File: src/scm_pkg.sv
// Shared constants, register map and carrier types of the system clock and mode controller.
// Assumes a single 50 MHz system clock; the oscillators are modelled as tick strobes on it.
// ****************************************
// Timing and register constants
// ****************************************
package scm_pkg;
  localparam int CLK_PERIOD_NS = 20;                       // System clock period
  localparam int CLK_KHZ       = 1000000 / CLK_PERIOD_NS;  // System clock rate
  localparam int FAST_OSC_KHZ  = 8000;                     // Fast RC oscillator, fixed
  localparam int SLOW_OSC_KHZ  = 32;                       // Slow RC oscillator, nominal
  localparam int ACC_W         = 20;                       // Tick accumulator width
  localparam int CNT_W         = 16;                       // Start-up counter width
  // Oscillator start-up times, least times rounded up to whole cycles
  localparam int HS_START_NS   = 2000;
  localparam int HS_START_CYC  = (HS_START_NS + CLK_PERIOD_NS - 1) / CLK_PERIOD_NS;
  localparam int LS_START_NS   = 200000;
  localparam int LS_START_CYC  = (LS_START_NS + CLK_PERIOD_NS - 1) / CLK_PERIOD_NS;
  // Register byte offsets
  localparam logic [3:0] OFS_CLK_CTRL  = 4'h0;
  localparam logic [3:0] OFS_HS_CTRL   = 4'h4;
  localparam logic [3:0] OFS_MODE_STAT = 4'h8;
  // Field positions
  localparam int SEL_LSB       = 5;
  localparam int HS_KEEP_BIT   = 1;
  localparam int LS_KEEP_BIT   = 0;
  localparam int HS_STABLE_BIT = 1;
  localparam int HS_EN_BIT     = 0;
  localparam int ACT_SEL_LSB   = 8;
  localparam int LS_STABLE_BIT = 11;
  // Values after reset and encodings
  localparam logic [2:0]  SEL_RST    = 3'h0;
  localparam logic [2:0]  SEL_SLOW   = 3'h7;
  localparam logic        HS_EN_RST  = 1'b1;
  localparam logic        KEEP_RST   = 1'b0;
  localparam logic [31:0] DATA_ZERO  = 32'h0000_0000;

  // ****************************************
  // Types
  // ****************************************
  typedef enum logic [5:0] {
    MODE_FAST                = 6'h01,
    MODE_SLOW                = 6'h02,
    MODE_SLEEP               = 6'h04,
    MODE_IDLE_LOWSPEED_ONLY  = 6'h08,
    MODE_IDLE_BOTH_OSC       = 6'h10,
    MODE_IDLE_HIGHSPEED_ONLY = 6'h20
  } scm_mode_t;

  typedef struct packed {
    logic cpu_run;  // CPU clock branch running
    logic sys_run;  // System clock branch running
    logic hs_run;   // Fast oscillator and high speed clock running
    logic ls_run;   // Low speed clock to peripherals running
    logic raw_run;  // Raw slow oscillator clock running
  } scm_clk_run_t;
endpackage

File: src/scm_sysclk_mode_ctrl.sv
// System clock selection and operating mode control with an Avalon-MM register slave.
// Assumes halt, wake and watchdog-enable come from logic on the same clock.
//
// The placing of the registers and register access over Avalon-MM are this design's own decisions.
`timescale 1ns/100ps
`default_nettype none
module scm_sysclk_mode_ctrl #(
  parameter int LS_START_CYCLES = scm_pkg::LS_START_CYC  // Slow oscillator start-up cycles
) (
  input  wire logic                  clk,             // System clock, 50 MHz
  input  wire logic                  reset_n,         // Asynchronous reset, active low
  input  wire logic [3:0]            avs_address,     // Byte address
  input  wire logic                  avs_read,        // Read request
  input  wire logic                  avs_write,       // Write request
  input  wire logic [31:0]           avs_writedata,   // Write data
  input  wire logic [3:0]            avs_byteenable,  // Byte enables
  output logic [31:0]                avs_readdata,    // Read data
  output logic                       avs_waitrequest, // Stall
  input  wire logic                  halt_req,        // Halt instruction strobe
  input  wire logic                  wake_req,        // Wake-up strobe
  input  wire logic                  wdt_enable,      // Watchdog function enabled
  output scm_pkg::scm_clk_run_t      clk_run,         // Branch run levels
  output logic                       sys_clk,         // Generated system clock
  output logic                       high_speed_clk,  // High speed tick strobe
  output logic [5:0]                 hs_div_tick,     // Ticks of fast clock /2 to /64
  output logic                       low_speed_clk    // Low speed tick strobe
);
  // ****************************************
  // Declarations
  // ****************************************
  scm_pkg::scm_mode_t     mode_reg;
  logic [2:0]             sys_clk_select;
  logic                   hs_osc_idle_keep;
  logic                   ls_osc_idle_keep;
  logic                   hs_osc_enable;
  logic [2:0]             act_sel_reg;
  logic                   sys_clk_reg;
  logic [5:0]             div_cnt_reg;
  logic [scm_pkg::CNT_W-1:0] hs_cnt_reg;
  logic [scm_pkg::CNT_W-1:0] ls_cnt_reg;
  logic                   ack_reg;
  logic [31:0]            rdata_reg;
  logic                   wr_fire;
  logic                   hs_restart;
  logic                   hs_on;
  logic                   raw_on;
  logic                   hs_tick;
  logic                   ls_tick;
  logic                   hs_osc_stable_flag;
  logic                   ls_stable;
  logic                   cur_tick;
  logic                   target_ready;
  logic                   do_switch;
  logic                   is_run;
  logic [31:0]            rd_mux;

  // Tick of the fast clock divided by two to the power sel
  function automatic logic div_tick(input logic [2:0] sel, input logic [5:0] cnt,
                                    input logic t);
    logic [5:0] mask;
    mask = 6'h3F >> (3'h6 - sel);
    return t && ((cnt & mask) == mask);
  endfunction

  // ****************************************
  // Register slave
  // ****************************************
  // One wait state per access keeps read data registered
  assign avs_waitrequest = (avs_read || avs_write) && !ack_reg;
  assign wr_fire         = avs_write && ack_reg && avs_byteenable[0];
  assign avs_readdata    = rdata_reg;
  assign hs_restart      = wr_fire && (avs_address == scm_pkg::OFS_HS_CTRL)
                           && avs_writedata[scm_pkg::HS_EN_BIT] && !hs_osc_enable;

  // Acknowledge strobe
  always_ff @(posedge clk or negedge reset_n)
  begin
    if (!reset_n)
      ack_reg <= 1'b0;
    else
      ack_reg <= (avs_read || avs_write) && !ack_reg;
  end

  // Read decode; unmapped offsets read as zero
  always_comb
  begin
    rd_mux = scm_pkg::DATA_ZERO;
    if (avs_address == scm_pkg::OFS_CLK_CTRL)
    begin
      rd_mux[scm_pkg::SEL_LSB +: 3]      = sys_clk_select;
      rd_mux[scm_pkg::HS_KEEP_BIT]       = hs_osc_idle_keep;
      rd_mux[scm_pkg::LS_KEEP_BIT]       = ls_osc_idle_keep;
    end
    else if (avs_address == scm_pkg::OFS_HS_CTRL)
    begin
      rd_mux[scm_pkg::HS_STABLE_BIT]     = hs_osc_stable_flag;
      rd_mux[scm_pkg::HS_EN_BIT]         = hs_osc_enable;
    end
    else if (avs_address == scm_pkg::OFS_MODE_STAT)
    begin
      rd_mux[5:0]                        = mode_reg;
      rd_mux[scm_pkg::ACT_SEL_LSB +: 3]  = act_sel_reg;
      rd_mux[scm_pkg::LS_STABLE_BIT]     = ls_stable;
    end
  end

  // Read data captured in the stall cycle, valid while waitrequest is low
  always_ff @(posedge clk or negedge reset_n)
  begin
    if (!reset_n)
      rdata_reg <= scm_pkg::DATA_ZERO;
    else if (avs_read && !ack_reg)
      rdata_reg <= rd_mux;
  end

  // Clock control register; writes to other offsets are ignored
  always_ff @(posedge clk or negedge reset_n)
  begin
    if (!reset_n)
    begin
      sys_clk_select   <= scm_pkg::SEL_RST;
      hs_osc_idle_keep <= scm_pkg::KEEP_RST;
      ls_osc_idle_keep <= scm_pkg::KEEP_RST;
    end
    else if (wr_fire && (avs_address == scm_pkg::OFS_CLK_CTRL))
    begin
      sys_clk_select   <= avs_writedata[scm_pkg::SEL_LSB +: 3];
      hs_osc_idle_keep <= avs_writedata[scm_pkg::HS_KEEP_BIT];
      ls_osc_idle_keep <= avs_writedata[scm_pkg::LS_KEEP_BIT];
    end
  end

  // Fast oscillator enable; the stable flag is read-only
  always_ff @(posedge clk or negedge reset_n)
  begin
    if (!reset_n)
      hs_osc_enable <= scm_pkg::HS_EN_RST;
    else if (wr_fire && (avs_address == scm_pkg::OFS_HS_CTRL))
      hs_osc_enable <= avs_writedata[scm_pkg::HS_EN_BIT];
  end

  // ****************************************
  // Oscillators
  // ****************************************
  // Fast oscillator runs in fast mode and in the idle modes that keep it; in slow mode only if enabled or a fast source is selected
  always_comb
  begin
    hs_on = 1'b0;
    case (mode_reg)
      scm_pkg::MODE_FAST:                hs_on = 1'b1;
      scm_pkg::MODE_SLOW:                hs_on = hs_osc_enable
                                                 || (sys_clk_select != scm_pkg::SEL_SLOW);
      scm_pkg::MODE_IDLE_BOTH_OSC:       hs_on = 1'b1;
      scm_pkg::MODE_IDLE_HIGHSPEED_ONLY: hs_on = 1'b1;
      default:                           hs_on = 1'b0;
    endcase
  end

  // Raw slow clock stops only in sleep without the watchdog
  assign raw_on = !((mode_reg == scm_pkg::MODE_SLEEP) && !wdt_enable);

  // Oscillator models at their nominal rates
  scm_tick_gen #(
    .INC   (scm_pkg::FAST_OSC_KHZ),
    .MOD   (scm_pkg::CLK_KHZ),
    .ACC_W (scm_pkg::ACC_W)
  ) u_fast_rc_osc (
    .clk     (clk),
    .reset_n (reset_n),
    .run     (hs_on),
    .tick    (hs_tick)
  );

  scm_tick_gen #(
    .INC   (scm_pkg::SLOW_OSC_KHZ),
    .MOD   (scm_pkg::CLK_KHZ),
    .ACC_W (scm_pkg::ACC_W)
  ) u_slow_rc_osc (
    .clk     (clk),
    .reset_n (reset_n),
    .run     (raw_on),
    .tick    (ls_tick)
  );

  // Fast start-up counter; enabling from off restarts it so the flag reads 0 first
  always_ff @(posedge clk or negedge reset_n)
  begin
    if (!reset_n)
      hs_cnt_reg <= '0;
    else if (!hs_on || hs_restart)
      hs_cnt_reg <= '0;
    else if (hs_cnt_reg != scm_pkg::CNT_W'(scm_pkg::HS_START_CYC))
      hs_cnt_reg <= hs_cnt_reg + 1'b1;
  end

  // Slow start-up counter
  always_ff @(posedge clk or negedge reset_n)
  begin
    if (!reset_n)
      ls_cnt_reg <= '0;
    else if (!raw_on)
      ls_cnt_reg <= '0;
    else if (ls_cnt_reg != scm_pkg::CNT_W'(LS_START_CYCLES))
      ls_cnt_reg <= ls_cnt_reg + 1'b1;
  end

  assign hs_osc_stable_flag = (hs_cnt_reg == scm_pkg::CNT_W'(scm_pkg::HS_START_CYC));
  assign ls_stable          = (ls_cnt_reg == scm_pkg::CNT_W'(LS_START_CYCLES));

  // ****************************************
  // Clock branches
  // ****************************************
  // Divider of the fast clock shared by the system mux and peripherals
  always_ff @(posedge clk or negedge reset_n)
  begin
    if (!reset_n)
      div_cnt_reg <= 6'h00;
    else if (hs_tick)
      div_cnt_reg <= div_cnt_reg + 6'h01;
  end

  generate
    for (genvar k = 0; k < 6; k++)
    begin : g_div
      assign hs_div_tick[k] = div_tick(3'(k + 1), div_cnt_reg, hs_tick);
    end
  endgenerate

  assign high_speed_clk = hs_tick;
  assign low_speed_clk  = ls_tick && clk_run.ls_run;

  // Branch run levels decoded from the mode
  assign clk_run.cpu_run = (mode_reg == scm_pkg::MODE_FAST)
                           || (mode_reg == scm_pkg::MODE_SLOW);
  assign clk_run.hs_run  = hs_on;
  assign clk_run.raw_run = raw_on;
  assign clk_run.ls_run  = (mode_reg == scm_pkg::MODE_FAST) || (mode_reg == scm_pkg::MODE_SLOW)
                           || (mode_reg == scm_pkg::MODE_IDLE_LOWSPEED_ONLY)
                           || (mode_reg == scm_pkg::MODE_IDLE_BOTH_OSC);
  assign clk_run.sys_run = clk_run.cpu_run || (mode_reg == scm_pkg::MODE_IDLE_BOTH_OSC)
                           || ((mode_reg == scm_pkg::MODE_IDLE_LOWSPEED_ONLY)
                               && (act_sel_reg == scm_pkg::SEL_SLOW))
                           || ((mode_reg == scm_pkg::MODE_IDLE_HIGHSPEED_ONLY)
                               && (act_sel_reg != scm_pkg::SEL_SLOW));

  // Tick of the active source: slow clock or divided fast clock
  assign cur_tick = (act_sel_reg == scm_pkg::SEL_SLOW) ? ls_tick
                    : div_tick(act_sel_reg, div_cnt_reg, hs_tick);

  // Change over only while the output is low, so no phase is cut short
  assign target_ready = (sys_clk_select == scm_pkg::SEL_SLOW) ? ls_stable
                        : hs_osc_stable_flag;
  assign do_switch    = (sys_clk_select != act_sel_reg) && target_ready && !sys_clk_reg
                        && (cur_tick || !clk_run.sys_run);

  // Active selection follows the requested one at a safe point
  always_ff @(posedge clk or negedge reset_n)
  begin
    if (!reset_n)
      act_sel_reg <= scm_pkg::SEL_RST;
    else if (do_switch)
      act_sel_reg <= sys_clk_select;
  end

  // System clock output; a stopped branch parks low after finishing its high phase if its source still ticks, else holds its level
  always_ff @(posedge clk or negedge reset_n)
  begin
    if (!reset_n)
      sys_clk_reg <= 1'b0;
    else if (!do_switch && cur_tick && (clk_run.sys_run || sys_clk_reg))
      sys_clk_reg <= !sys_clk_reg;
  end

  assign sys_clk = sys_clk_reg;

  // ****************************************
  // Operating mode machine
  // ****************************************
  assign is_run = (mode_reg == scm_pkg::MODE_FAST) || (mode_reg == scm_pkg::MODE_SLOW);

  always_ff @(posedge clk or negedge reset_n)
  begin
    if (!reset_n)
      mode_reg <= scm_pkg::MODE_FAST;
    else
    begin
      case (mode_reg)
        scm_pkg::MODE_FAST, scm_pkg::MODE_SLOW:
        begin
          if (halt_req)
          begin
            case ({hs_osc_idle_keep, ls_osc_idle_keep})
              2'b00:   mode_reg <= scm_pkg::MODE_SLEEP;
              2'b01:   mode_reg <= scm_pkg::MODE_IDLE_LOWSPEED_ONLY;
              2'b11:   mode_reg <= scm_pkg::MODE_IDLE_BOTH_OSC;
              default: mode_reg <= scm_pkg::MODE_IDLE_HIGHSPEED_ONLY;
            endcase
          end
          else if (act_sel_reg == scm_pkg::SEL_SLOW)
            mode_reg <= scm_pkg::MODE_SLOW;
          else
            mode_reg <= scm_pkg::MODE_FAST;
        end
        default:
        begin
          if (wake_req)
            mode_reg <= (act_sel_reg == scm_pkg::SEL_SLOW) ? scm_pkg::MODE_SLOW
                                                           : scm_pkg::MODE_FAST;
        end
      endcase
    end
  end

  // ****************************************
  // Assertions
  // ****************************************
  property p_halt_sleep;
    @(posedge clk) disable iff (!reset_n)
    (is_run && halt_req && !hs_osc_idle_keep && !ls_osc_idle_keep)
      |=> (mode_reg == scm_pkg::MODE_SLEEP) && !clk_run.hs_run && !clk_run.ls_run
          && !clk_run.sys_run && !clk_run.cpu_run;
  endproperty
  a_halt_sleep: assert property (p_halt_sleep) else $error("sleep entry wrong");

  property p_sleep_raw;
    @(posedge clk) disable iff (!reset_n)
    (mode_reg == scm_pkg::MODE_SLEEP) |-> (clk_run.raw_run == wdt_enable);
  endproperty
  a_sleep_raw: assert property (p_sleep_raw) else $error("raw slow clock wrong");

  property p_halt_idle_ls;
    @(posedge clk) disable iff (!reset_n)
    (is_run && halt_req && !hs_osc_idle_keep && ls_osc_idle_keep)
      |=> clk_run.ls_run && !clk_run.hs_run && !clk_run.cpu_run;
  endproperty
  a_halt_idle_ls: assert property (p_halt_idle_ls) else $error("idle ls entry wrong");

  property p_idle_ls_sys;
    @(posedge clk) disable iff (!reset_n)
    (mode_reg == scm_pkg::MODE_IDLE_LOWSPEED_ONLY)
      |-> (clk_run.sys_run == (act_sel_reg == scm_pkg::SEL_SLOW));
  endproperty
  a_idle_ls_sys: assert property (p_idle_ls_sys) else $error("idle ls branch wrong");

  property p_halt_idle_both;
    @(posedge clk) disable iff (!reset_n)
    (is_run && halt_req && hs_osc_idle_keep && ls_osc_idle_keep)
      |=> clk_run.hs_run && clk_run.ls_run && clk_run.sys_run && clk_run.raw_run
          && !clk_run.cpu_run;
  endproperty
  a_halt_idle_both: assert property (p_halt_idle_both) else $error("idle both wrong");

  property p_halt_idle_hs;
    @(posedge clk) disable iff (!reset_n)
    (is_run && halt_req && hs_osc_idle_keep && !ls_osc_idle_keep)
      |=> clk_run.hs_run && !clk_run.ls_run && !clk_run.cpu_run;
  endproperty
  a_halt_idle_hs: assert property (p_halt_idle_hs) else $error("idle hs entry wrong");

  property p_idle_hs_sys;
    @(posedge clk) disable iff (!reset_n)
    (mode_reg == scm_pkg::MODE_IDLE_HIGHSPEED_ONLY)
      |-> (clk_run.sys_run == (act_sel_reg != scm_pkg::SEL_SLOW));
  endproperty
  a_idle_hs_sys: assert property (p_idle_hs_sys) else $error("idle hs branch wrong");

  property p_fast_all_on;
    @(posedge clk) disable iff (!reset_n)
    (mode_reg == scm_pkg::MODE_FAST)
      |-> clk_run.cpu_run && clk_run.hs_run && clk_run.ls_run && clk_run.raw_run;
  endproperty
  a_fast_all_on: assert property (p_fast_all_on) else $error("fast mode clock off");

  property p_slow_hs_off;
    @(posedge clk) disable iff (!reset_n)
    ((mode_reg == scm_pkg::MODE_SLOW) && !hs_osc_enable
      && (sys_clk_select == scm_pkg::SEL_SLOW)) |-> !clk_run.hs_run;
  endproperty
  a_slow_hs_off: assert property (p_slow_hs_off) else $error("fast osc not stopped");

  property p_hs_restart;
    @(posedge clk) disable iff (!reset_n)
    hs_restart |=> !hs_osc_stable_flag ##1 !hs_osc_stable_flag;
  endproperty
  a_hs_restart: assert property (p_hs_restart) else $error("stable flag not cleared");

  property p_slow_switch;
    @(posedge clk) disable iff (!reset_n)
    ($changed(act_sel_reg) && (act_sel_reg == scm_pkg::SEL_SLOW)) |-> $past(ls_stable);
  endproperty
  a_slow_switch: assert property (p_slow_switch) else $error("slow switch too early");

  property p_div64;
    @(posedge clk) disable iff (!reset_n)
    ((act_sel_reg == 3'h6) && $rose(sys_clk_reg)) |-> ($past(div_cnt_reg) == 6'h3F);
  endproperty
  a_div64: assert property (p_div64) else $error("divide by 64 edge wrong");

  property p_no_glitch;
    @(posedge clk) disable iff (!reset_n)
    $changed(act_sel_reg) |-> !sys_clk_reg && !$past(sys_clk_reg);
  endproperty
  a_no_glitch: assert property (p_no_glitch) else $error("switch during high phase");
endmodule
`default_nettype wire

File: src/scm_tick_gen.sv
// Fractional tick generator that stands in for an RC oscillator.
// Assumes the system clock is faster than the modelled oscillator (INC below MOD).
`timescale 1ns/100ps
`default_nettype none
module scm_tick_gen #(
  parameter int INC   = 1,   // Oscillator rate
  parameter int MOD   = 2,   // System clock rate, same unit
  parameter int ACC_W = 20   // Accumulator width
) (
  input  wire logic clk,     // System clock
  input  wire logic reset_n, // Asynchronous reset, active low
  input  wire logic run,     // Oscillator enabled
  output logic      tick     // One-cycle strobe per oscillator period
);
  localparam logic [ACC_W-1:0] INC_V = ACC_W'(INC);
  localparam logic [ACC_W-1:0] MOD_V = ACC_W'(MOD);

  logic [ACC_W-1:0] acc_reg;
  logic [ACC_W:0]   sum;

  // Phase sum; one bit wider so the wrap is never lost
  assign sum = {1'b0, acc_reg} + {1'b0, INC_V};

  // Accumulate phase; a stopped oscillator restarts from zero phase
  always_ff @(posedge clk or negedge reset_n)
  begin
    if (!reset_n)
    begin
      acc_reg <= '0;
      tick    <= 1'b0;
    end
    else if (!run)
    begin
      acc_reg <= '0;
      tick    <= 1'b0;
    end
    else if (sum >= {1'b0, MOD_V})
    begin
      acc_reg <= ACC_W'(sum - {1'b0, MOD_V});
      tick    <= 1'b1;
    end
    else
    begin
      acc_reg <= sum[ACC_W-1:0];
      tick    <= 1'b0;
    end
  end
endmodule
`default_nettype wire
File: config.mk
export PLATFORM = sky130hd
export DESIGN_NAME = scm_sysclk_mode_ctrl
export DESIGN_NICKNAME = d
export VERILOG_FILES = /design/src/scm_pkg.sv /design/src/scm_sysclk_mode_ctrl.sv /design/src/scm_tick_gen.sv
export SDC_FILE = /design/constraint.sdc
export NUM_CORES = 1
export LEC_CHECK = 0
export BUFFER_PORTS_ARGS = -buffer_cell sky130_fd_sc_hd__buf_2
export CORE_MARGIN = 5
export CORE_UTILIZATION = 45
export CTS_BUF_LIST = sky130_fd_sc_hd__clkbuf_4 sky130_fd_sc_hd__clkbuf_8
export CTS_CLUSTER_DIAMETER = 120
export DETAILED_ROUTE_END_ITERATION = 8
export PLACE_DENSITY_LB_ADDON = 0.12
export SETUP_SLACK_MARGIN = 0.3
export SLEW_MARGIN = 40
export SYNTH_ARGS = -nofsm -noshare
export SYNTH_HDL_FRONTEND = slang
export SYNTH_SLANG_ARGS = --single-unit
File: constraint.sdc
create_clock -name clk -period 2.55 [get_ports clk]
set_input_delay 0.6375 -clock clk [delete_from_list [all_inputs] [get_ports clk]]
set_output_delay 0.6375 -clock clk [all_outputs]
set_load 0.05 [all_outputs]
==> results.tsv <==
stage	metric	value	unit
timing	hold_slack	0.166	ns
worst_setup_path	cpPeakStageDelay	0.44	ns
power	clockPowerShare	10.8	%
worst_setup_path	cp-startpoint	mode_reg[4]	
global_routing	grt_antenna_before_repair	0	
worst_setup_path	r2r_start	u_fast_rc_osc.acc_reg[6]	
global_routing	grt_pass1_vias	5953	
worst_setup_path	crit_end	clk_run[3]	
synth	avgSynthCellArea	9.04	sq um
drt	drt.antenna.violating_nets	0	
floorplan	initial_core_util	46.0	%
floorplan	row_count	44	
final_layout	antenna_cells	0	
synth	yosysWarnings	0	
power	ir_drop	0.768	mV
power	p_per_area	1170	mW/mm^2
final_layout	fillers	1257	
synth	synth_flop_cell	dfrtp_1	
drt	wl_per_cell	16.1	um
worst_setup_path	cp.arrival	1.94	ns
power	p_comb_share	63.1	%
power	p_sw_share	45.3	%
clocking	clk_latency	0.40	ns
power	power_leakage	3.86	nW
timing	fin_ws	-0.0246	ns
power	power.total	10.4	mW
floorplan	pin_count	94	
global_routing	grt_max_degree	43	
drt	routed_wirelength	17200	um
worst_setup_path	crit_required	1.91	ns
global_routing	grt_pass1_wl	28600	um
floorplan	fp.coreArea	0.0146	sq mm
run	maxCapViolCount	0	
floorplan	die_x	132	um
clocking	clockRootBuffer	clkbuf_8	
clocking	cts_tree	yes	
timing	slew_headroom	63.1	%
placed_design	dp_cells	1006	
timing	rsz0062_at_grt	true	
timing	fin_crit_sh	101	%
placed_design	place.gp.congestion	0.851	
power	power_frac_seq	26.2	%
power	intPower	5.70	mW
drt	dr.pass1.iters	4	
clocking	clkSlewWorstSetupHoldPaths	0.10	ns
synth	synth.distinct_cells	83	
worst_setup_path	reg2regPathDepth	9	
power	switching_power	4.72	mW
timing	clock_skew	0.0112	ns
clocking	cts_sinks	101	
worst_hold_path	hp-class	input pin to asynchronous set/reset pin	
synth	synth-seq-cells	101	
timing	hold_viol	0	
worst_setup_path	end_kind	output port	
placed_design	place_ws	0.0158	ns
timing	period_minus_slack	2.57	ns
clocking	htree_levels	3	
drt	drtIter0Drc	283	
worst_setup_path	cp-start-kind	flip-flop	
drt	num_vias	5855	
synth	synth_edf_count	0	
synth	syn-instance-count	742	
floorplan	die-area	0.0174	sq mm
drt	drc	0	
clocking	numCtsBuffers	9	
final_layout	final_util	61.2	%
timing	final_max_slew_viol_count	0	
final_layout	drive_gt1_share	37.3	%
timing	max_freq	388	MHz
global_routing	grt-ovfl-total	0	
timing	setup-violations-final	2	
clocking	clk_path_buf_depth	2	
placed_design	io_buffers	43	
timing	worst_slew_pin_slew	0.549	ns
worst_setup_path	rr_endpoint	u_fast_rc_osc.acc_reg[11]	
worst_setup_path	slowest_stage	dfrtp_1	
worst_setup_path	path_cells	buf_6 -> xor2_1 -> o211ai_1 -> a21oi_2 -> a41oi_2 -> inv_1 -> buf_6	
final_layout	stdcell_count	1065	
worst_setup_path	cp_max_fo	4	
outcome	status	complete, but fails checks	
floorplan	die_h	132	um
synth	syn_area	0.00671	sq mm
synth	async_flop_share	100	%
worst_setup_path	ff2ff_setup_slack	0	ns
global_routing	gr-usage-all-layers	19.5	%
drt	viasPerCell	5.50	
final_layout	nNetsFinal	943	
worst_setup_path	path_common_cell	buf_6	
synth	ys_seq_area_share	37.7	%
placed_design	dpl.hpwl	11800	um
outcome	violations	setup timing	
final_layout	syn_to_final_growth	33.1	%
worst_setup_path	worstSetupPathType	flip-flop to output port	
==> logic make-up after synthesis <==
group / share of synthesized area, %
compound gates: 13.9
xor+xnor: 9.14
fa+ha+maj: 3.73
buf+inv: 6.92
flops: 37.7
mux: 4.74
other cells: 0.0559
simple gates: 23.8
==> routing by layer <==
layer / vias to the layer above / global-route usage [%] / wire length (um)
met4: 0 / 7.03 / 462
li1: 2825 / - / -
met5: - / 0 / 0
met1: 2870 / 25.1 / 7560
met2: 126 / 32.6 / 8480
met3: 34 / 3.82 / 659
==> what timing repair did <==
| item | in CTS | in global routing |
|---|---|---|
| hold buffers | 0 | 0 |
| gates cloned | 1 | 0 |
| resized for setup | 115 | 48 |
| endpoints found under the setup margin | 47 | 47 |
| pin swaps | 49 | 28 |
| setup buffers | 32 | 10 |
==> how the worst min path moves through the flow <==
stage | cells after the start | endpoint | slack [ns] | start
floorplan | 0 | ack_reg | 0.34 | reset_n
global placement | 1 | ack_reg | 0.44 | ack_reg
detailed placement | 1 | ack_reg | 0.46 | ack_reg
CTS | 1 | u_fast_rc_osc.acc_reg[15] | 0.18 | reset_n
global route | 1 | u_fast_rc_osc.acc_reg[12] | 0.18 | reset_n
finish | 1 | u_slow_rc_osc.acc_reg[11] | 0.17 | reset_n
==> worst max-delay path: cells and delay by family (launching register included) <==
family          cells  cell delay, ns
compound gates      3            0.55
xor+xnor            1            0.15
buf+inv             3            0.40
flops               1            0.44
==> layout by cell type, fill, tap and decap left out, drive strengths merged, types with 3 or more instances in the layout <==
cell type  count
a211oi         9
buf          158
or3           12
nand3         30
mux2i         16
a22o           4
nor2          74
and3          19
and2          14
xor2          29
mux2          14
nand2         64
nor4           8
o21ai         32
and4           5
or2            5
clkbuf        10
o211ai         5
nor3          21
nor3b          4
o32ai          3
ha            20
inv           36
a21oi         32
xnor2         41
nand2b        16
a31oi         14
conb          20
a21boi         3
nor4b          4
a21o           3
nand4         13
dfrtp         99
or4            3
==> power by group through the flow <==
stage	clock (mW)	sequential, mW	combinational [mW]
after detailed placement	0	2.70	5.03
after global routing	1.22	2.80	7.13
after global placement	0	2.67	4.90
final	1.12	2.73	6.57
after floorplan	0	2.56	3.84
after CTS	1.15	2.69	6.11
==> synth_stat cells (10+ instances only) <==
master    number  area share [%]
and2_1        13             1.2
nand4_1       12             1.1
or3_1         11             1.0
a21oi_1       24             1.8
mux2_2        13             2.2
nand3_1       29             2.2
a31oi_1       14             1.3
nor2_1        74             4.1
xnor2_1       41             5.4
ha_1          20             3.7
dfrtp_1       99              37
buf_4         26             2.9
buf_2         10            0.75
nand2_1       63             3.5
nand2b_1      16             1.5
xor2_1        29             3.8
inv_1         33             1.8
mux2i_1       16             2.4
o21ai_0       27             2.0
clkbuf_1      14            0.78
nor3_1        18             1.3
and3_1        18             1.7
==> through the flow <==
step / instance area, sq um / setup TNS [ns]
6_report: 8920 / -0.0350
5_1_grt: 8920 / -0.960
4_1_cts: 8600 / -0.0301
3_5_place_dp: 7630 / 0
3_3_place_gp: 7630 / 0
2_1_floorplan: 7010 / 0
==> area by class of cell <==
type | instances | area (sq um) | share of cell area, %
multi-input cells | 572 | 4520 | 50.7
flip-flops and latches | 101 | 2540 | 28.5
repair buffers | 158 | 1280 | 14.4
well taps | 184 | 230 | 2.58
clock buffers | 10 | 138 | 1.54
inverters | 34 | 129 | 1.44
clock inverters | 6 | 77.6 | 0.869
Note: power is estimated with default switching activity, not from simulation.
